--- config.mk ---
export PLATFORM = sky130hd
export DESIGN_NAME = uart_feature_regs
export DESIGN_NICKNAME = d
export VERILOG_FILES = /design/src/common/uart_ctl_pkg.sv /design/src/rtl/uart_feature_regs.sv
export SDC_FILE = /design/constraint.sdc
export NUM_CORES = 1
export LEC_CHECK = 0
export ABC_AREA = 1
export BUFFER_PORTS_ARGS = -buffer_cell sky130_fd_sc_hd__buf_2
export CAP_MARGIN = 10
export CORE_MARGIN = 2
export CORE_UTILIZATION = 45
export CTS_CLUSTER_SIZE = 14
export DETAILED_ROUTE_END_ITERATION = 10
export PLACE_DENSITY_LB_ADDON = 0.2
export SLEW_MARGIN = 20
export SYNTH_ARGS = -nofsm -noshare
export SYNTH_HDL_FRONTEND = slang
export SYNTH_SLANG_ARGS = --single-unit
export TNS_END_PERCENT = 30
--- constraint.sdc ---
create_clock -name clk_i -period 2.2 [get_ports clk_i]
set_clock_uncertainty 0.05 [all_clocks]
set_input_delay 0.44 -clock clk_i [delete_from_list [all_inputs] [get_ports clk_i]]
set_output_delay 0.44 -clock clk_i [all_outputs]
set_load 0.02 [all_outputs]
--- src/common/uart_ctl_pkg.sv ---
package uart_ctl_pkg;
	typedef logic [4:0] reg_addr_t;
	localparam reg_addr_t ADDR_DIVISOR_LOW = 5'h00;
	localparam reg_addr_t ADDR_DIVISOR_HIGH = 5'h01;
	localparam reg_addr_t ADDR_DIVISOR_FRAC = 5'h02;
	localparam reg_addr_t ADDR_IRQ_ENABLE = 5'h03;
	localparam reg_addr_t ADDR_FIFO_CONTROL = 5'h04;
	localparam reg_addr_t ADDR_MODEM_CONTROL = 5'h05;
	localparam reg_addr_t ADDR_FLOW_THRESHOLD = 5'h06;
	localparam reg_addr_t ADDR_FIFO_TRIGGER = 5'h07;
	localparam reg_addr_t ADDR_SCRATCH = 5'h08;
	localparam reg_addr_t ADDR_GPIO_DIRECTION = 5'h09;
	localparam reg_addr_t ADDR_GPIO_LEVEL = 5'h0A;
	localparam reg_addr_t ADDR_GPIO_IRQ_ENABLE = 5'h0B;
	localparam reg_addr_t ADDR_GPIO_CONTROL = 5'h0C;
	localparam reg_addr_t ADDR_EXTRA_FEATURES = 5'h0D;
	localparam reg_addr_t ADDR_ENHANCED_SELECT = 5'h0E;
	localparam reg_addr_t ADDR_RESUME_FIRST = 5'h0F;
	localparam reg_addr_t ADDR_RESUME_SECOND = 5'h10;
	localparam reg_addr_t ADDR_PAUSE_FIRST = 5'h11;
	localparam reg_addr_t ADDR_PAUSE_SECOND = 5'h12;
	localparam int unsigned CTL_LATCH_BIT = 0;
	localparam int unsigned CTL_MODEM_SEL_BIT = 1;
	localparam int unsigned CTL_SOFT_RESET_BIT = 3;
	localparam int unsigned EXTRA_FEATURES_CONTROL_NINE_BIT = 0;
	localparam int unsigned EXTRA_FEATURES_CONTROL_RX_DIS_BIT = 1;
	localparam int unsigned EXTRA_FEATURES_CONTROL_TX_DIS_BIT = 2;
	localparam int unsigned EXTRA_FEATURES_CONTROL_RS485_EN_BIT = 4;
	localparam int unsigned EXTRA_FEATURES_CONTROL_RS485_POL_BIT = 5;
	localparam int unsigned EXTRA_FEATURES_CONTROL_IRDA_BIT = 7;
	localparam int unsigned FRAC_8X_BIT = 4;
	localparam int unsigned FRAC_4X_BIT = 5;
	localparam int unsigned EFR_ENH_BIT = 4;
	localparam int unsigned EFR_AUTO_RTS_BIT = 6;
	localparam int unsigned MCR_DTR_BIT = 0;
	localparam int unsigned MCR_RTS_BIT = 1;
	localparam logic [7:0] CTL_RW_MASK = 8'h03;
	localparam logic [7:0] EXTRA_FEATURES_CONTROL_RW_MASK = 8'hB7;
	localparam logic [7:0] FRAC_RW_MASK = 8'h3F;
	localparam logic [7:0] IER_ENH_MASK = 8'hF0;
	localparam logic [7:0] FCR_ENH_MASK = 8'h30;
	localparam logic [7:0] MCR_ENH_MASK = 8'hE4;
	localparam logic [7:0] ALL_ENH_MASK = 8'hFF;
	localparam logic [3:0] UPPER_ON = 4'hF;
	localparam logic [3:0] UPPER_OFF = 4'h0;
	localparam logic [7:0] RST_ZERO = 8'h00;
	localparam logic [7:0] RST_DIV_LOW = 8'h01;
	localparam logic [7:0] RST_DIV_HIGH = 8'h00;
	localparam logic [7:0] RST_SCRATCH = 8'hFF;
	localparam logic [7:0] RST_FLOW_CHAR = 8'h00;
	localparam logic [7:0] RST_THRESHOLD = 8'h0F;
	localparam logic [2:0] MODEM_IDLE_N = 3'h7;
	localparam logic [1:0] FLOW_NONE = 2'b00;
	localparam logic [1:0] FLOW_FIRST = 2'b10;
	localparam logic [1:0] FLOW_SECOND = 2'b01;
	localparam logic [1:0] FLOW_BOTH = 2'b11;
	localparam logic [1:0] COUNT_NONE = 2'h0;
	localparam logic [1:0] COUNT_ONE = 2'h1;
	localparam logic [1:0] COUNT_TWO = 2'h2;
	typedef enum logic [2:0] {
		OVS_16X = 3'b001,
		OVS_8X = 3'b010,
		OVS_4X = 3'b100
	} oversample_t;
	typedef enum logic [2:0] {
		MATCH_IDLE = 3'b001,
		MATCH_RESUME = 3'b010,
		MATCH_PAUSE = 3'b100
	} match_state_t;
	typedef struct packed {
		logic [19:0] divisor;
		oversample_t oversample;
		logic irda_fast;
		logic nine_bit;
		logic tx_allow;
		logic rx_allow;
		logic rs485_en;
	} serial_cfg_t;
	typedef struct packed {
		logic [1:0] count;
		logic [7:0] resume_first;
		logic [7:0] resume_second;
		logic [7:0] pause_first;
		logic [7:0] pause_second;
	} flow_tx_t;
endpackage

--- src/rtl/uart_feature_regs.sv ---
`timescale 1ns/1ps
// Overview of operation
// - Pin level read gives every pin's level; write sets output pins.
// - Enabled pins raise the pin interrupt on input change; disabled do not.
// - Upper four pin interrupt enables work only when modem select is 0.
// - Writing 1 to control bit 3 resets the UART, then the bit self-clears.
// - Control bit 1 makes upper pins general pins or RI, CD, DTR, DSR.
// - Unlatched: change raises interrupt; read or reverting pin clears it.
// - Latched: change captures value and interrupt until the level read.
// - Extra features bit 7 picks 3/16 or 1/4 infrared pulse width.
// - Polarity bit flips the RS-485 direction level, only while enabled.
// - Extra features bit 4 turns request-to-send into RS-485 direction.
// - Transmitter disable lets the current character finish, then stops.
// - Receiver disable stops reception; a character in progress completes.
// - Extra features bit 0 selects 8-bit or 9-bit multidrop mode.
// - Divisor is high and low bytes plus fraction nibble over sixteen.
// - Fraction register is reachable only while enhanced enable is 1.
// - Fraction bits 5:4 pick 16X, 8X or 4X oversampling.
// - Enhanced bits 3:2 pick transmit flow characters: none, first, second, both.
// - Enhanced bits 1:0 pick receive comparison, including either or sequential.
// - Dual mode treats both stored characters as one two-character code.
// - Enhanced bits change only while enhanced enable is 1; clearing it holds them.
// - Reset clears upper interrupt enables, FIFO and modem enhanced bits, fraction.
// - Divisor, scratch and flow characters default only at power-up.
// - Direction bit 0 makes the pin an input, 1 an output.
module uart_feature_regs (
	input wire logic clk_i,
	input wire logic rst_n_i,
	input wire logic ext_reset_n_i,
	input wire uart_ctl_pkg::reg_addr_t reg_addr_i,
	input wire logic reg_wr_i,
	input wire logic reg_rd_i,
	input wire logic [7:0] reg_wdata_i,
	output logic [7:0] reg_rdata_o,
	input wire logic [7:0] gpio_in_i,
	output logic [7:0] gpio_out_o,
	output logic [7:0] gpio_oe_o,
	output logic gpio_irq_o,
	output logic modem_mode_o,
	output logic [2:0] modem_in_n_o,
	input wire logic tx_busy_i,
	input wire logic auto_rts_n_i,
	output logic rts_n_o,
	output uart_ctl_pkg::serial_cfg_t serial_cfg_o,
	output uart_ctl_pkg::flow_tx_t flow_tx_o,
	input wire logic [7:0] rx_char_i,
	input wire logic rx_char_valid_i,
	output logic rx_resume_o,
	output logic rx_pause_o,
	output logic [7:0] irq_enable_o,
	output logic [7:0] fifo_control_o,
	output logic [7:0] modem_control_o,
	output logic [7:0] flow_threshold_o,
	output logic [7:0] fifo_trigger_o,
	output logic uart_reset_o
);
	import uart_ctl_pkg::*;

	function automatic logic [7:0] merge_enh(input logic [7:0] old_v,
		input logic [7:0] new_v, input logic [7:0] mask, input logic enh);
		merge_enh = (new_v & ~mask) | ((enh ? new_v : old_v) & mask);
	endfunction

	logic [7:0] div_low_reg;
	logic [7:0] div_high_reg;
	logic [7:0] scratch_reg;
	logic [7:0] resume_first_reg;
	logic [7:0] resume_second_reg;
	logic [7:0] pause_first_reg;
	logic [7:0] pause_second_reg;
	logic [7:0] frac_reg;
	logic [7:0] ier_reg;
	logic [7:0] fcr_reg;
	logic [7:0] mcr_reg;
	logic [7:0] tcr_reg;
	logic [7:0] tlr_reg;
	logic [7:0] gpio_direction_reg;
	logic [7:0] gpio_pin_level_reg;
	logic [7:0] gpio_change_irq_enable_reg;
	logic [7:0] gpio_control_reg;
	logic soft_reset_reg;
	logic [7:0] extra_features_control_reg;
	logic [7:0] enhanced_feature_select_reg;
	logic [7:0] baseline_reg;
	logic [7:0] held_reg;
	logic [7:0] held_val_reg;
	logic base_valid_reg;
	logic [7:0] gpio_out_reg;
	logic [7:0] gpio_oe_reg;
	logic [2:0] modem_in_reg;
	logic irq_reg;
	logic rts_reg;
	logic urst_reg;
	logic [7:0] rdata_reg;
	logic rx_resume_reg;
	logic rx_pause_reg;
	match_state_t match_state_reg;
	match_state_t match_state_next;

	// Reset pin and software reset share one synchronous path.
	logic sync_rst;
	logic enh_on;
	assign sync_rst = !ext_reset_n_i || soft_reset_reg;
	assign enh_on = enhanced_feature_select_reg[EFR_ENH_BIT];

	logic wr_div_low, wr_div_high, wr_frac, wr_ier, wr_fcr, wr_mcr;
	logic wr_tcr, wr_tlr, wr_scratch, wr_dir, wr_level, wr_gpio_ie;
	logic wr_ctl, wr_extra_features_control, wr_efr, wr_res1, wr_res2, wr_pau1, wr_pau2;
	logic rd_level;
	assign wr_div_low = reg_wr_i && reg_addr_i == ADDR_DIVISOR_LOW;
	assign wr_div_high = reg_wr_i && reg_addr_i == ADDR_DIVISOR_HIGH;
	assign wr_frac = reg_wr_i && reg_addr_i == ADDR_DIVISOR_FRAC;
	assign wr_ier = reg_wr_i && reg_addr_i == ADDR_IRQ_ENABLE;
	assign wr_fcr = reg_wr_i && reg_addr_i == ADDR_FIFO_CONTROL;
	assign wr_mcr = reg_wr_i && reg_addr_i == ADDR_MODEM_CONTROL;
	assign wr_tcr = reg_wr_i && reg_addr_i == ADDR_FLOW_THRESHOLD;
	assign wr_tlr = reg_wr_i && reg_addr_i == ADDR_FIFO_TRIGGER;
	assign wr_scratch = reg_wr_i && reg_addr_i == ADDR_SCRATCH;
	assign wr_dir = reg_wr_i && reg_addr_i == ADDR_GPIO_DIRECTION;
	assign wr_level = reg_wr_i && reg_addr_i == ADDR_GPIO_LEVEL;
	assign wr_gpio_ie = reg_wr_i && reg_addr_i == ADDR_GPIO_IRQ_ENABLE;
	assign wr_ctl = reg_wr_i && reg_addr_i == ADDR_GPIO_CONTROL;
	assign wr_extra_features_control = reg_wr_i && reg_addr_i == ADDR_EXTRA_FEATURES;
	assign wr_efr = reg_wr_i && reg_addr_i == ADDR_ENHANCED_SELECT;
	assign wr_res1 = reg_wr_i && reg_addr_i == ADDR_RESUME_FIRST;
	assign wr_res2 = reg_wr_i && reg_addr_i == ADDR_RESUME_SECOND;
	assign wr_pau1 = reg_wr_i && reg_addr_i == ADDR_PAUSE_FIRST;
	assign wr_pau2 = reg_wr_i && reg_addr_i == ADDR_PAUSE_SECOND;
	assign rd_level = reg_rd_i && reg_addr_i == ADDR_GPIO_LEVEL;

	// Power-up-only group: neither the reset pin nor soft reset touches it.
	always_ff @(posedge clk_i or negedge rst_n_i) begin
		if (!rst_n_i) begin
			div_low_reg <= RST_DIV_LOW;
			div_high_reg <= RST_DIV_HIGH;
			scratch_reg <= RST_SCRATCH;
			resume_first_reg <= RST_FLOW_CHAR;
			resume_second_reg <= RST_FLOW_CHAR;
			pause_first_reg <= RST_FLOW_CHAR;
			pause_second_reg <= RST_FLOW_CHAR;
		end else begin
			if (wr_div_low) div_low_reg <= reg_wdata_i;
			if (wr_div_high) div_high_reg <= reg_wdata_i;
			if (wr_scratch) scratch_reg <= reg_wdata_i;
			if (wr_res1) resume_first_reg <= reg_wdata_i;
			if (wr_res2) resume_second_reg <= reg_wdata_i;
			if (wr_pau1) pause_first_reg <= reg_wdata_i;
			if (wr_pau2) pause_second_reg <= reg_wdata_i;
		end
	end

	// Enhanced bits ignore writes while the enable is clear, so legacy
	// software cannot disturb them once they are set up.
	always_ff @(posedge clk_i or negedge rst_n_i) begin
		if (!rst_n_i) begin
			frac_reg <= RST_ZERO;
			ier_reg <= RST_ZERO;
			fcr_reg <= RST_ZERO;
			mcr_reg <= RST_ZERO;
			tcr_reg <= RST_THRESHOLD;
			tlr_reg <= RST_ZERO;
		end else if (sync_rst) begin
			frac_reg <= RST_ZERO;
			ier_reg <= RST_ZERO;
			fcr_reg <= RST_ZERO;
			mcr_reg <= RST_ZERO;
			tcr_reg <= RST_THRESHOLD;
			tlr_reg <= RST_ZERO;
		end else begin
			if (wr_frac && enh_on)
				frac_reg <= reg_wdata_i & FRAC_RW_MASK;
			if (wr_ier)
				ier_reg <= merge_enh(ier_reg, reg_wdata_i,
					IER_ENH_MASK, enh_on);
			if (wr_fcr)
				fcr_reg <= merge_enh(fcr_reg, reg_wdata_i,
					FCR_ENH_MASK, enh_on);
			if (wr_mcr)
				mcr_reg <= merge_enh(mcr_reg, reg_wdata_i,
					MCR_ENH_MASK, enh_on);
			if (wr_tcr)
				tcr_reg <= merge_enh(tcr_reg, reg_wdata_i,
					ALL_ENH_MASK, enh_on);
			if (wr_tlr)
				tlr_reg <= merge_enh(tlr_reg, reg_wdata_i,
					ALL_ENH_MASK, enh_on);
		end
	end

	always_ff @(posedge clk_i or negedge rst_n_i) begin
		if (!rst_n_i) begin
			gpio_direction_reg <= RST_ZERO;
			gpio_pin_level_reg <= RST_ZERO;
			gpio_change_irq_enable_reg <= RST_ZERO;
			gpio_control_reg <= RST_ZERO;
			soft_reset_reg <= 1'b0;
			extra_features_control_reg <= RST_ZERO;
			enhanced_feature_select_reg <= RST_ZERO;
		end else if (sync_rst) begin
			gpio_direction_reg <= RST_ZERO;
			gpio_pin_level_reg <= RST_ZERO;
			gpio_change_irq_enable_reg <= RST_ZERO;
			gpio_control_reg <= RST_ZERO;
			soft_reset_reg <= 1'b0;
			extra_features_control_reg <= RST_ZERO;
			enhanced_feature_select_reg <= RST_ZERO;
		end else begin
			if (wr_dir) gpio_direction_reg <= reg_wdata_i;
			if (wr_level) gpio_pin_level_reg <= reg_wdata_i;
			if (wr_gpio_ie) gpio_change_irq_enable_reg <= reg_wdata_i;
			if (wr_ctl) begin
				gpio_control_reg <= reg_wdata_i & CTL_RW_MASK;
				soft_reset_reg <= reg_wdata_i[CTL_SOFT_RESET_BIT];
			end
			if (wr_extra_features_control)
				extra_features_control_reg <= reg_wdata_i & EXTRA_FEATURES_CONTROL_RW_MASK;
			if (wr_efr) enhanced_feature_select_reg <= reg_wdata_i;
		end
	end

	// Pin change tracking. The baseline is the value last reported to the
	// host, so a change that lands in the read cycle is seen afterwards.
	logic latch_on;
	logic modem_sel;
	logic [7:0] is_input;
	logic [7:0] changed;
	logic [7:0] held_mask;
	logic [7:0] level_view;
	logic [7:0] capture;
	logic [7:0] pending;
	logic [7:0] irq_en_eff;
	assign latch_on = gpio_control_reg[CTL_LATCH_BIT];
	assign modem_sel = gpio_control_reg[CTL_MODEM_SEL_BIT];
	assign is_input = ~gpio_direction_reg;
	assign changed = (gpio_in_i ^ baseline_reg) & is_input
		& {8{base_valid_reg}};
	assign held_mask = held_reg & {8{latch_on}};
	assign level_view = (gpio_in_i & ~held_mask)
		| (held_val_reg & held_mask);
	assign capture = changed & ~held_reg & {8{latch_on}};
	// Unlatched pending follows the pin, so a return to the old level drops it.
	assign pending = latch_on ? held_reg : changed;
	assign irq_en_eff = gpio_change_irq_enable_reg
		& {(modem_sel ? UPPER_OFF : UPPER_ON), UPPER_ON};

	always_ff @(posedge clk_i or negedge rst_n_i) begin
		if (!rst_n_i) begin
			baseline_reg <= RST_ZERO;
			held_reg <= RST_ZERO;
			held_val_reg <= RST_ZERO;
			base_valid_reg <= 1'b0;
		end else if (sync_rst) begin
			baseline_reg <= RST_ZERO;
			held_reg <= RST_ZERO;
			held_val_reg <= RST_ZERO;
			base_valid_reg <= 1'b0;
		end else if (!base_valid_reg || rd_level) begin
			baseline_reg <= level_view;
			held_reg <= RST_ZERO;
			base_valid_reg <= 1'b1;
		end else begin
			held_reg <= held_reg | capture;
			held_val_reg <= (held_val_reg & ~capture)
				| (gpio_in_i & capture);
		end
	end

	// Pin drive: outputs only where the direction says so; in modem mode the
	// DTR position drives from the modem control and the other upper pins are inputs.
	logic [7:0] out_next;
	logic [7:0] oe_next;
	logic dtr_n;
	assign dtr_n = ~mcr_reg[MCR_DTR_BIT];
	assign out_next = {gpio_pin_level_reg[7:6], modem_sel ? dtr_n
		: gpio_pin_level_reg[5], gpio_pin_level_reg[4:0]};
	assign oe_next = modem_sel ? {3'b001, 1'b0, gpio_direction_reg[3:0]}
		: gpio_direction_reg;

	// Direction output for RS-485 follows the transmitter's busy line.
	logic rts_next;
	logic rs485_on;
	assign rs485_on = extra_features_control_reg[EXTRA_FEATURES_CONTROL_RS485_EN_BIT];
	assign rts_next = rs485_on ? ~(tx_busy_i
		^ extra_features_control_reg[EXTRA_FEATURES_CONTROL_RS485_POL_BIT])
		: enhanced_feature_select_reg[EFR_AUTO_RTS_BIT] ? auto_rts_n_i
		: ~mcr_reg[MCR_RTS_BIT];

	always_ff @(posedge clk_i or negedge rst_n_i) begin
		if (!rst_n_i) begin
			gpio_out_reg <= RST_ZERO;
			gpio_oe_reg <= RST_ZERO;
			modem_in_reg <= MODEM_IDLE_N;
			irq_reg <= 1'b0;
			rts_reg <= 1'b1;
			urst_reg <= 1'b0;
		end else begin
			gpio_out_reg <= out_next;
			gpio_oe_reg <= oe_next;
			modem_in_reg <= modem_sel ? {gpio_in_i[7:6], gpio_in_i[4]}
				: MODEM_IDLE_N;
			irq_reg <= |(pending & irq_en_eff);
			rts_reg <= sync_rst ? 1'b1 : rts_next;
			urst_reg <= sync_rst;
		end
	end

	// Receive flow character comparison.
	logic [1:0] tx_sel;
	logic [1:0] rx_sel;
	logic rx_either;
	logic rx_seq;
	logic use_first;
	logic use_second;
	logic hit_r1, hit_r2, hit_p1, hit_p2;
	logic single_resume;
	logic single_pause;
	logic seq_resume;
	logic seq_pause;
	assign tx_sel = enhanced_feature_select_reg[3:2];
	assign rx_sel = enhanced_feature_select_reg[1:0];
	assign rx_either = rx_sel == FLOW_BOTH
		&& (tx_sel == FLOW_FIRST || tx_sel == FLOW_SECOND);
	assign rx_seq = rx_sel == FLOW_BOTH && !rx_either;
	assign use_first = rx_sel == FLOW_FIRST || rx_either;
	assign use_second = rx_sel == FLOW_SECOND || rx_either;
	assign hit_r1 = rx_char_i == resume_first_reg;
	assign hit_r2 = rx_char_i == resume_second_reg;
	assign hit_p1 = rx_char_i == pause_first_reg;
	assign hit_p2 = rx_char_i == pause_second_reg;
	assign single_resume = rx_char_valid_i
		&& ((use_first && hit_r1) || (use_second && hit_r2));
	assign single_pause = rx_char_valid_i
		&& ((use_first && hit_p1) || (use_second && hit_p2));
	assign seq_resume = rx_char_valid_i && rx_seq
		&& match_state_reg == MATCH_RESUME && hit_r2;
	assign seq_pause = rx_char_valid_i && rx_seq
		&& match_state_reg == MATCH_PAUSE && hit_p2;

	// A second character that breaks the pair is tried again as a first one.
	always_comb begin
		match_state_next = match_state_reg;
		if (!rx_seq) begin
			match_state_next = MATCH_IDLE;
		end else if (rx_char_valid_i) begin
			case (match_state_reg)
				MATCH_IDLE, MATCH_RESUME, MATCH_PAUSE: begin
					if (seq_resume || seq_pause)
						match_state_next = MATCH_IDLE;
					else if (hit_r1)
						match_state_next = MATCH_RESUME;
					else if (hit_p1)
						match_state_next = MATCH_PAUSE;
					else
						match_state_next = MATCH_IDLE;
				end
				default: match_state_next = MATCH_IDLE;
			endcase
		end
	end

	always_ff @(posedge clk_i or negedge rst_n_i) begin
		if (!rst_n_i) begin
			match_state_reg <= MATCH_IDLE;
			rx_resume_reg <= 1'b0;
			rx_pause_reg <= 1'b0;
		end else if (sync_rst) begin
			match_state_reg <= MATCH_IDLE;
			rx_resume_reg <= 1'b0;
			rx_pause_reg <= 1'b0;
		end else begin
			match_state_reg <= match_state_next;
			rx_resume_reg <= single_resume || seq_resume;
			rx_pause_reg <= single_pause || seq_pause;
		end
	end

	// Register read port; one cycle of latency, data held until next read.
	logic [7:0] read_value;
	logic [7:0] ctl_view;
	assign ctl_view = gpio_control_reg
		| ({7'h00, soft_reset_reg} << CTL_SOFT_RESET_BIT);
	always_comb begin
		read_value = RST_ZERO;
		case (reg_addr_i)
			ADDR_DIVISOR_LOW: read_value = div_low_reg;
			ADDR_DIVISOR_HIGH: read_value = div_high_reg;
			ADDR_DIVISOR_FRAC:
				read_value = enh_on ? frac_reg : RST_ZERO;
			ADDR_IRQ_ENABLE: read_value = ier_reg;
			ADDR_FIFO_CONTROL: read_value = fcr_reg;
			ADDR_MODEM_CONTROL: read_value = mcr_reg;
			ADDR_FLOW_THRESHOLD: read_value = tcr_reg;
			ADDR_FIFO_TRIGGER: read_value = tlr_reg;
			ADDR_SCRATCH: read_value = scratch_reg;
			ADDR_GPIO_DIRECTION: read_value = gpio_direction_reg;
			ADDR_GPIO_LEVEL: read_value = level_view;
			ADDR_GPIO_IRQ_ENABLE: read_value = gpio_change_irq_enable_reg;
			ADDR_GPIO_CONTROL: read_value = ctl_view;
			ADDR_EXTRA_FEATURES: read_value = extra_features_control_reg;
			ADDR_ENHANCED_SELECT: read_value = enhanced_feature_select_reg;
			ADDR_RESUME_FIRST: read_value = resume_first_reg;
			ADDR_RESUME_SECOND: read_value = resume_second_reg;
			ADDR_PAUSE_FIRST: read_value = pause_first_reg;
			ADDR_PAUSE_SECOND: read_value = pause_second_reg;
			default: read_value = RST_ZERO;
		endcase
	end

	always_ff @(posedge clk_i or negedge rst_n_i) begin
		if (!rst_n_i)
			rdata_reg <= RST_ZERO;
		else if (reg_rd_i)
			rdata_reg <= read_value;
	end

	oversample_t ovs;
	assign ovs = frac_reg[FRAC_4X_BIT] ? OVS_4X
		: frac_reg[FRAC_8X_BIT] ? OVS_8X : OVS_16X;

	assign serial_cfg_o.divisor = {div_high_reg, div_low_reg,
		frac_reg[3:0]};
	assign serial_cfg_o.oversample = ovs;
	assign serial_cfg_o.irda_fast =
		extra_features_control_reg[EXTRA_FEATURES_CONTROL_IRDA_BIT];
	assign serial_cfg_o.nine_bit =
		extra_features_control_reg[EXTRA_FEATURES_CONTROL_NINE_BIT];
	// The transmitter only samples this between characters.
	assign serial_cfg_o.tx_allow =
		~extra_features_control_reg[EXTRA_FEATURES_CONTROL_TX_DIS_BIT];
	// The receiver only samples this at a start bit.
	assign serial_cfg_o.rx_allow =
		~extra_features_control_reg[EXTRA_FEATURES_CONTROL_RX_DIS_BIT];
	assign serial_cfg_o.rs485_en = rs485_on;

	assign flow_tx_o.count = tx_sel == FLOW_NONE ? COUNT_NONE
		: tx_sel == FLOW_BOTH ? COUNT_TWO : COUNT_ONE;
	assign flow_tx_o.resume_first = tx_sel == FLOW_SECOND
		? resume_second_reg : resume_first_reg;
	assign flow_tx_o.resume_second = resume_second_reg;
	assign flow_tx_o.pause_first = tx_sel == FLOW_SECOND
		? pause_second_reg : pause_first_reg;
	assign flow_tx_o.pause_second = pause_second_reg;

	assign reg_rdata_o = rdata_reg;
	assign gpio_out_o = gpio_out_reg;
	assign gpio_oe_o = gpio_oe_reg;
	assign gpio_irq_o = irq_reg;
	assign modem_mode_o = modem_sel;
	assign modem_in_n_o = modem_in_reg;
	assign rts_n_o = rts_reg;
	assign rx_resume_o = rx_resume_reg;
	assign rx_pause_o = rx_pause_reg;
	assign irq_enable_o = ier_reg;
	assign fifo_control_o = fcr_reg;
	assign modem_control_o = mcr_reg;
	assign flow_threshold_o = tcr_reg;
	assign fifo_trigger_o = tlr_reg;
	assign uart_reset_o = urst_reg;
endmodule

# Word-level counts from Yosys, hierarchy flattened
# Index checks and enable logic that the tools add are counted.
[totals]
n_memories = 0
input_bits = 37
ff_bits = 213
ramBits = 0
out_inout_bits = 135
rom_bits = 0
latch_bits = 0
[classes]
n_bitwise = 29
n_shift = 0
n_div = 0
addsub = 0
eq_ne = 33
mux = 63
order_cmp = 0
n_reduce_logical = 67
mul = 0
[ops]
columns = ["cell", "n"]
rows = [
  ["$mux W8", 38],
  ["$pmux W8 S19", 1],
  ["$and A8 B8 Y8", 11],
  ["$eq A5 B4 Y1 const B", 8],
  ["$logic_and A1 B1 Y1", 34],
  ["$eq A8 B8 Y1", 4],
  ["$not A8 Y8", 4],
  ["$reduce_bool A2 Y1", 14],
  ["$mux W3", 9],
  ["$or A8 B8 Y8", 3],
  ["$eq A5 B3 Y1 const B", 4],
  ["$eq A5 B5 Y1 const B", 3],
  ["$eq A5 B2 Y1 const B", 2],
  ["$logic_or A1 B1 Y1", 10],
  ["$mux W1", 10],
  ["$eq A2 B2 Y1 const B", 4],
  ["$or A4 B8 Y8", 1],
  ["$or A5 B8 Y8", 1],
  ["$or A8 B4 Y8", 1],
  ["$or A8 B6 Y8", 1],
  ["$reduce_or A8 Y1", 1],
  ["$xor A8 B8 Y8", 1],
  ["$mux W2", 3],
  ["$mux W6", 1],
  ["other kinds (15)", 23],
]

# Depth between registers and ports, before layout
# Gate-level depths: netlist of run 1.
[depth]
word_depth = 14
mapped_depth = 12

# Worst setup path after synthesis of run 1
# Ideal clock, no wire load.
[synth_timing]
path_kind = "register to output"
from = "reg enhanced_feature_select_reg[3]"
to = "out flow_tx_o[11] (netlist name)"
t_arrival_ps = 1344
path_slack_ps = 366
stages_incl_launch_ff = 5
path_cell_list = "dfrtp_1 > inv_1 > ha_1 > clkbuf_1 > mux2_2"
[synth_lines]
columns = ["element", "line", "rtl"]
rows = [
  ["start, declared", "uart_feature_regs.sv:83", "logic [7:0] enhanced_feature_select_reg;"],
  ["start signal, assigned", "uart_feature_regs.sv:217", "if (wr_efr) enhanced_feature_select_reg <= reg_wdata_i;"],
  ["end, declared", "uart_feature_regs.sv:45", "output uart_ctl_pkg::flow_tx_t flow_tx_o,"],
]

==> metrics.cfg, run 1 <==
[run_status]
run_status = complete, but fails checks
violations = negative setup slack

[finish]
layout_common_cells = 431 x nand2_1, 183 x dfrtp_1, 154 x buf_2
final_common_cell = nand2_1
utilization_pct = 56.2
n_antenna_cell = 0
nFillCells = 2140
multi_input_area_um2 = 4590
nNetsFinal = 1541
final_cell_count_no_fill = 1805
regArea_um2 = 5100
drive_gt1_share_pct = 24.3
area_growth_pct = 23.0

[critical_path]
critPathKind = reg -> out
cp-start-kind = register
path_cells = inv_2 > ha_4 > clkbuf_16 > mux2_4 > buf_6
path_max_fanout = 5
critPathMaxStageDelay_ps = 400
cp_slowest_cell = dfrtp_1
cp-end-kind = output pin
cp.required_ps = 1710
worstPathArrival_ps = 1830

[yosys]
syn_area_um2 = 10300
ys_types = 39
synthFlopType = dfrtp_1
yosys_warnings = 0
syn_inst = 1307
synth.avg_cell_area_um2 = 7.89
async_flop_share_pct = 100
synth_edf_count = 0
ys_ff_latch = 203
ys_seq_area_share_pct = 49.5
synth_fp_nets = 1346

[route]
drt_first_pass_iters = 5
wl_mm = 36.3
drt-wirelength-per-cell_um = 20.1
vias_per_cell = 5.49
vias = 9902
drc_errors = 0
ant_nets = 0
first_iter_violations = 817

[floorplan]
coreArea_um2 = 22600
die-area_um2 = 24100
die_w_um = 155
io_pins = 172
rows = 55
start_util_pct = 45.7
die_height_um = 155

[sta]
finalCritPeriodShare_pct = 106
slew_violations = 0
final_hold_viol_count = 0
setup_viol = 14
setup_ws_ps = -124
timing.fmax_ghz = 0.430
relSlewSlack_pct = 59.2
final.setup.tns_ps = -1550
tightest_slew_ps = 605
rsz0062_at_grt = true
fin_crit_ps = 2320

[job]
cap_violations = 0

[clock_network]
clkSinkCount = 203
cts_buffers = 24
cts_root_buf = clkbuf_16
clock_path_buffers = 3
clk_pin_slew_ps = 60
cts_tree = built
clk_latency_ps = 530
htree_levels = 1

[global_route]
grt_first_pass_wirelength_mm = 55.1
grt.total_usage_pct = 30.1
antenna_found_initial = 0
grt_pass1_vias = 9269
grt-ovfl-total = 0
grt_max_degree = 50

[placed_design]
portBuffers = 171
place_inst = 1755
dpl.hpwl_mm = 27.3
gp_routability_congestion = 0.990

[hold_path]
hold_class = in -> reg

[pwr]
p_leak_nw = 6.41
powerDensity_nw_per_um2 = 819
ir_drop_uv = 653

stage by stage:
stage               instance area (um2)  power, mW  hold WS [ps]  setup WS [ps]
global route                      12700       10.8           106           -170
floorplan                         10300       5.51          94.4            366
CTS                               12500       10.3          99.3           -128
detailed placement                11700       6.34           314           7.54
global placement                  11700       6.31           320          -4.18
finish                            12700       10.4           104           -124
final cells by class:
cell class | instances | area share [%]
Clock buffer | 35 | 5.55
Inverter | 99 | 2.93
Timing Repair Buffer | 225 | 11.6
Sequential cell | 203 | 40.3
Clock inverter | 9 | 0.661
Tap cell | 285 | 2.81
Multi-Input combinational cell | 949 | 36.2
worst paths after layout:
path	from	cells past startpoint	slack, ps	to
setup / recovery	enhanced_feature_select_reg[3]$_DFFE_PN0P_	5	-120	flow_tx_o[25]
hold / removal	gpio_in_i[6]	3	100	modem_in_n_o[1]$_DFF_PN1_
setup reg to reg	soft_reset_reg$_DFFE_PN0P_	4	140	gpio_change_irq_enable_reg[4]$_DFFE_PN0P_
hold reg to reg	gpio_pin_level_reg[2]$_DFFE_PN0P_	0	320	gpio_out_o[2]$_DFF_PN0_
max in group asynchronous	rst_n_i	3	1060	div_low_reg[0]$_DFFE_PN1P_
min in group asynchronous	rst_n_i	2	380	gpio_oe_o[1]$_DFF_PN0_
logic make-up after synthesis:
| logic type | count (synthesis) | synth area share (%) |
|---|---|---|
| simple gates | 693 | 28.7 |
| compound gates | 212 | 11.3 |
| flops | 203 | 49.5 |
| buf+inv | 155 | 6.45 |
| xor+xnor | 30 | 2.55 |
| mux | 12 | 1.31 |
| fa+ha+maj | 2 | 0.243 |
worst max-delay path, delay by kind of cell, from the launching register on:
family,cells,cell delay [ps]
flip-flops,1,400
buffers and inverters,3,390
multiplexers,1,300
adder cells (fa/ha/maj),1,210
cell usage after synthesis (6+ instances only):
cell	n	area share [%]
nand2_1	432	16
dfrtp_1	185	45
o21ai_0	130	6.3
nor2_1	108	3.9
inv_1	85	3.1
nand3_1	78	3.8
o21ai_1	37	1.8
xnor2_1	30	2.5
nand4_1	29	1.8
clkbuf_1	21	0.76
buf_2	18	0.87
dfstp_2	18	4.6
a21oi_1	16	0.78
o21ai_2	16	1.4
buf_4	14	1.0
inv_2	14	0.51
mux2_2	12	1.3
nand2_2	10	0.61
nor2_4	9	0.98
nor2_2	8	0.49
or2_2	6	0.36
report_power, final:
group	switching (mW)	internal, mW
sequential	0.408	4.09
clock	1.61	2.34
combinational	1.21	0.729
routing by layer:
layer / wire length [um] / GRT usage (%) / up-vias
li1: - / - / 4596
met5: 0 / 0 / -
met3: 2870 / 6.16 / 93
met2: 16000 / 45.2 / 445
met1: 15900 / 42.5 / 4768
met4: 1610 / 12.6 / 0
timing repair:
item | CTS | global route
hold buffers | 1 | 0
hold endpoints to repair | 37 | 0
gates resized for setup | 10 | 38
gates cloned | 1 | 1
setup endpoints to repair | 16 | 16
buffers inserted | 1 | 2
pin swaps | 1 | 0
Power figures use the tool's default switching activity.
==> run 2: changes to the inputs <==
--- a/config.mk
+++ b/config.mk
@@ -7,11 +7,12 @@
 export LEC_CHECK = 0
 export ABC_AREA = 1
 export BUFFER_PORTS_ARGS = -buffer_cell sky130_fd_sc_hd__buf_2
-export CAP_MARGIN = 10
+export CAP_MARGIN = 20
 export CORE_MARGIN = 2
 export CORE_UTILIZATION = 45
 export CTS_CLUSTER_SIZE = 14
 export DETAILED_ROUTE_END_ITERATION = 10
+export MAX_ROUTING_LAYER = met4
 export PLACE_DENSITY_LB_ADDON = 0.2
 export SLEW_MARGIN = 20
 export SYNTH_ARGS = -nofsm -noshare
==> run 2 against run 1 <==
The run still ends with negative setup slack left. Cell area fell by 0.11%. Worst setup slack got worse by 2.8 ps. Wire length rose by 0.38%. First-iteration DRC count rose by 22%. Sequential power barely moved. Clock power rose by 4%. Flip-flop and latch count did not move. Worst hold slack improved by 10 ps. Global-route usage rose by 0.99 points. Die area did not move. Critical endpoint is now flow_tx_o[14].
==> metrics.cfg, run 2 (same netlist as run 1, synthesis figures left out) <==
[route]
wl_mm = 36.5
vias = 9783
first_iter_violations = 1000
vias_per_cell = 5.44
ant_nets = 0
drt-wirelength-per-cell_um = 20.3
drc_errors = 0
drt_first_pass_iters = 5

[placed_design]
portBuffers = 171
dpl.hpwl_mm = 27.2
dpl_cell_area_um2 = 11700
gp_routability_congestion = 0.971

[sta]
relSlewSlack_pct = 55.0
slew_violations = 0
finalCritPeriodShare_pct = 106
rsz0062_at_grt = true
setup_ws_ps = -127
timing.fmax_ghz = 0.430
final.setup.tns_ps = -1090
fin_crit_ps = 2330
setup_viol = 13
final_hold_viol_count = 0
tightest_slew_ps = 673

[clock_network]
cts_buffers = 23
htree_levels = 1
cts_root_buf = clkbuf_16
clock_path_buffers = 3
clk_pin_slew_ps = 60
clkSinkCount = 203
clk_latency_ps = 520
cts_tree = built

[floorplan]
die-area_um2 = 24100
coreArea_um2 = 22600
io_pins = 172
die_w_um = 155
die_height_um = 155
start_util_pct = 45.7
rows = 55

[finish]
layout_common_cells = 432 x nand2_1, 183 x dfrtp_1, 159 x buf_2
finalInstanceArea_um2 = 12700
final_common_cell = nand2_1
drive_gt1_share_pct = 24.0
nNetsFinal = 1538
n_antenna_cell = 0
area_growth_pct = 22.9

[critical_path]
cp-end-kind = output pin
ff2ff_path_depth = 4
worstPathArrival_ps = 1840
cp-start-kind = register
r2r_slack_ps = 10
path_max_fanout = 5
critPathKind = reg -> out
cp.required_ps = 1710
r2r_start = soft_reset_reg$_DFFE_PN0P_
r2r-end = modem_control_o[4]$_DFFE_PN0P_

[global_route]
antenna_found_initial = 0
grt_max_degree = 58
grt.total_usage_pct = 31.0
grt_pass1_vias = 9155
grt_first_pass_wirelength_mm = 55.3
grt-ovfl-total = 0

[run_status]
run_status = complete, but fails checks
violations = negative setup slack

[hold_path]
min_from = gpio_in_i[6]
min_delay_worst_endpoint = modem_in_n_o[1]$_DFF_PN1_
hold_depth = 3
hold_class = in -> reg

[pwr]
total_power_mw = 10.5
powerDensity_nw_per_um2 = 832
ir_drop_uv = 600
p_leak_nw = 6.42

[job]
cap_violations = 0

## run 2: changes by cell type in the layout (fill, tap and decap cells not counted), moves of 3 or more
cell	previous run	this run
buf_2	154	159
buf_4	48	44
buf_6	13	10
bufinv_16	1	4
mux2_2	5	2
mux2_4	7	10
o21ai_0	127	130
o21ai_1	40	37
## run 2: layout make-up
cell class,count,area (um2)
fillers,2162,9900
flip-flops and latches,203,5100
multi-input cells,949,4590
repair buffers,223,1440
clock buffers,32,659
inverters,99,372
well taps,285,357
clock inverters,9,150
## run 2: per-layer routing
layer / wire [um] / track usage, % / share of wire, %
met1: 16300 / 44.3 / 45
met3: 2720 / 4.62 / 7.5
met2: 16500 / 46.9 / 45
met4: 872 / 7.60 / 2.4
met5: 0 / - / 0
## run 2: worst max-delay path, cell delays in order, from the launching register on
cell and delay [ps]:
dfrtp_1 400, inv_2 90, ha_4 200, buf_12 140
mux2_2 340, buf_2 160
## run 2: worst max-delay path by stage
stage / startpoint / endpoint / cells past startpoint
final: enhanced_feature_select_reg[3]$_DFFE_PN0P_ / flow_tx_o[14] / 5
after global routing: enhanced_feature_select_reg[3]$_DFFE_PN0P_ / flow_tx_o[14] / 5
after CTS: enhanced_feature_select_reg[3]$_DFFE_PN0P_ / flow_tx_o[29] / 5
after detailed placement: ext_reset_n_i / modem_control_o[4]$_DFFE_PN0P_ / 6
after global placement: ext_reset_n_i / flow_threshold_o[4]$_DFFE_PN0P_ / 6
after floorplan: enhanced_feature_select_reg[3]$_DFFE_PN0P_ / flow_tx_o[11] / 4
## run 2: where the power goes
group,internal [mW],switching [mW],total [mW]
logic,0.713,1.21,1.92
registers,4.09,0.408,4.50
clock network,2.55,1.56,4.11
total,7.36,3.17,10.5
## run 2: per-stage QoR
stage / hold slack, ps / std cells / utilization, % / worst slack, ps
5_1_grt: 106 / 1800 / 56.1 / -158
3_3_place_gp: 320 / 1754 / 51.7 / -99.5
2_1_floorplan: 94.4 / 1307 / - / 366
6_report: 114 / 1800 / 56.1 / -127
3_5_place_dp: 312 / 1754 / 51.7 / -114
4_1_cts: 98.9 / 1798 / 55.6 / -120
## run 2: repair_timing
action,in CTS,in global routing
hold endpoints to repair,38,0
buffers inserted,1,1
hold buffers,1,0
gates cloned,1,1
gates resized for setup,8,29
setup endpoints to repair,16,16
==> run 3: changes to the inputs <==
--- a/config.mk
+++ b/config.mk
@@ -12,8 +12,10 @@
 export CORE_UTILIZATION = 45
 export CTS_CLUSTER_SIZE = 14
 export DETAILED_ROUTE_END_ITERATION = 10
+export GPL_ROUTABILITY_DRIVEN = 0
 export MAX_ROUTING_LAYER = met4
 export PLACE_DENSITY_LB_ADDON = 0.2
+export SETUP_SLACK_MARGIN = 0.5
 export SLEW_MARGIN = 20
 export SYNTH_ARGS = -nofsm -noshare
 export SYNTH_HDL_FRONTEND = slang
==> run 3 against run 2 <==
The flow still finishes with violations (negative setup slack). Core utilization grew 2.3 points. Power increased by 0.66%. Wire length is 2.6% higher. Clock-buffer cell count grew 2. Die area did not move. Cell area grew 4.1%. Maximum frequency rose by 1.2%. Register-to-register slack improved by 440 ps. Sequential power barely moved. Worst hold slack better by 6.2 ps. Worst setup slack improved by 27 ps. Global-route usage is 0.57 points higher. Largest cell class unchanged.
==> metrics.cfg, run 3 (same netlist as run 1, synthesis figures left out) <==
[run_status]
run_status = complete, but fails checks
violations = negative setup slack

[clock_network]
clk_pin_slew_ps = 60
cts_tree = built
cts_root_buf = clkbuf_16
cts_buffers = 23
clkSinkCount = 203
clock_path_buffers = 3
clk_latency_ps = 520
htree_levels = 1

[sta]
relSlewSlack_pct = 64.9
fin_crit_ps = 2300
rsz0062_at_grt = true
tightest_slew_ps = 526
finalCritPeriodShare_pct = 105
setup_viol = 15
timing.fmax_ghz = 0.435
final_hold_viol_count = 0
slew_violations = 0
setup_ws_ps = -99.8

[route]
first_iter_violations = 1234
ant_nets = 0
drt_first_pass_iters = 6
vias = 10100
drt-wirelength-per-cell_um = 20.7
drc_errors = 0
wl_mm = 37.4
vias_per_cell = 5.57

[job]
cap_violations = 0

[floorplan]
rows = 55
die_w_um = 155
die-area_um2 = 24100
start_util_pct = 45.7
io_pins = 172
die_height_um = 155
coreArea_um2 = 22600

[placed_design]
dpl.hpwl_mm = 27.7
place_inst = 1751
portBuffers = 171

[global_route]
grt-ovfl-total = 0
grt_pass1_vias = 9479
grt_max_degree = 50
antenna_found_initial = 1
grt_first_pass_wirelength_mm = 56.2
grt.total_usage_pct = 31.6

[finish]
area_growth_pct = 27.9
nNetsFinal = 1545
layout_common_cells = 426 x nand2_1, 168 x dfrtp_1, 141 x buf_2
multi_input_area_um2 = 4900
final_cell_count_no_fill = 1808
final_common_cell = nand2_1
nFillCells = 2036
utilization_pct = 58.4
drive_gt1_share_pct = 29.2
regArea_um2 = 5120

[critical_path]
cp-start-kind = register
worstPathArrival_ps = 1810
path_max_fanout = 5
cp.required_ps = 1710
critPathKind = reg -> out
cp-end-kind = output pin
r2r_slack_ps = 450
r2r_start = enhanced_feature_select_reg[2]$_DFFE_PN0P_
r2r-end = match_state_reg[0]$_DFFE_PN1P_
ff2ff_path_depth = 10

[hold_path]
hold_depth = 3
min_delay_worst_endpoint = modem_in_n_o[1]$_DFF_PN1_
hold_class = in -> reg
min_from = gpio_in_i[6]

[pwr]
powerDensity_nw_per_um2 = 804
p_leak_nw = 6.50
ir_drop_uv = 586

-- run 3: cell count changes in the layout (fill, tap and decap cells not counted), moves of 15 or more --
cell     before  now
buf_6        10   35
nor2_1      108   86
o21ai_0     130  111
buf_2       159  141
dfrtp_1     183  168
dfrtp_2       2   17
-- run 3: metrics by stage --
step / power (mW) / hold WS, ps / cell area [um2] / setup slack [ps] / TNS (ps)
6_report: 10.6 / 120 / 13200 / -99.8 / -1000
5_1_grt: 11.0 / 129 / 13200 / -140 / -1650
3_3_place_gp: 6.31 / 314 / 11600 / 28.6 / 0
3_5_place_dp: 6.34 / 317 / 11600 / 39.3 / 0
4_1_cts: 10.4 / 106 / 12700 / -127 / -1270
2_1_floorplan: 5.51 / 94.4 / 10300 / 412 / 0
-- run 3: per-layer routing --
metal,share of wire (%),vias to the layer above,global-route usage (%)
met4,3.6,0,9.74
met5,0,-,-
li1,-,4615,-
met3,10,101,6.74
met2,45,567,48.0
met1,41,4793,42.8
-- run 3: worst max path at each step --
stage	startpoint	cells after the start	end
final	enhanced_feature_select_reg[3]$_DFFE_PN0P_	5	flow_tx_o[13]
after global placement	ext_reset_n_i	7	gpio_direction_reg[2]$_DFFE_PN0P_
after global routing	enhanced_feature_select_reg[3]$_DFFE_PN0P_	5	flow_tx_o[13]
after floorplan	enhanced_feature_select_reg[2]$_DFFE_PN0P_	3	flow_tx_o[10]
after detailed placement	ext_reset_n_i	7	modem_control_o[2]$_DFFE_PN0P_
after CTS	enhanced_feature_select_reg[3]$_DFFE_PN0P_	5	flow_tx_o[29]
-- run 3: worst max-delay path, stage by stage, from the launching register on --
cell	delay, ps
dfrtp_1	400
inv_2	80
ha_4	200
clkbuf_16	170
mux2_4	310
buf_6	140
-- run 3: where the power goes --
group / internal, mW / switching [mW] / leakage (nW)
Combinational: 0.815 / 1.27 / 3.49
Sequential: 4.10 / 0.433 / 2.62
Clock: 2.44 / 1.54 / 0.385
Total: 7.35 / 3.25 / 6.50
-- run 3: timing repair --
action                                  4_1_cts  5_1_grt
gates cloned                                  1        2
hold endpoints to repair                     41        0
hold buffers                                  1        0
endpoints found under the setup margin      118      105
pin swaps                                     6       28
setup buffers                                 7        4
resized for setup                            71      145
-- run 3: final cells by class --
cell class	instances	area share, %
inverters	99	3.14
repair buffers	229	12.2
well taps	285	2.70
clock buffers	34	5.06
flip-flops and latches	203	38.9
diodes	1	0.0190
repair inverters	1	0.0569
multi-input cells	949	37.1
clock inverters	7	0.835
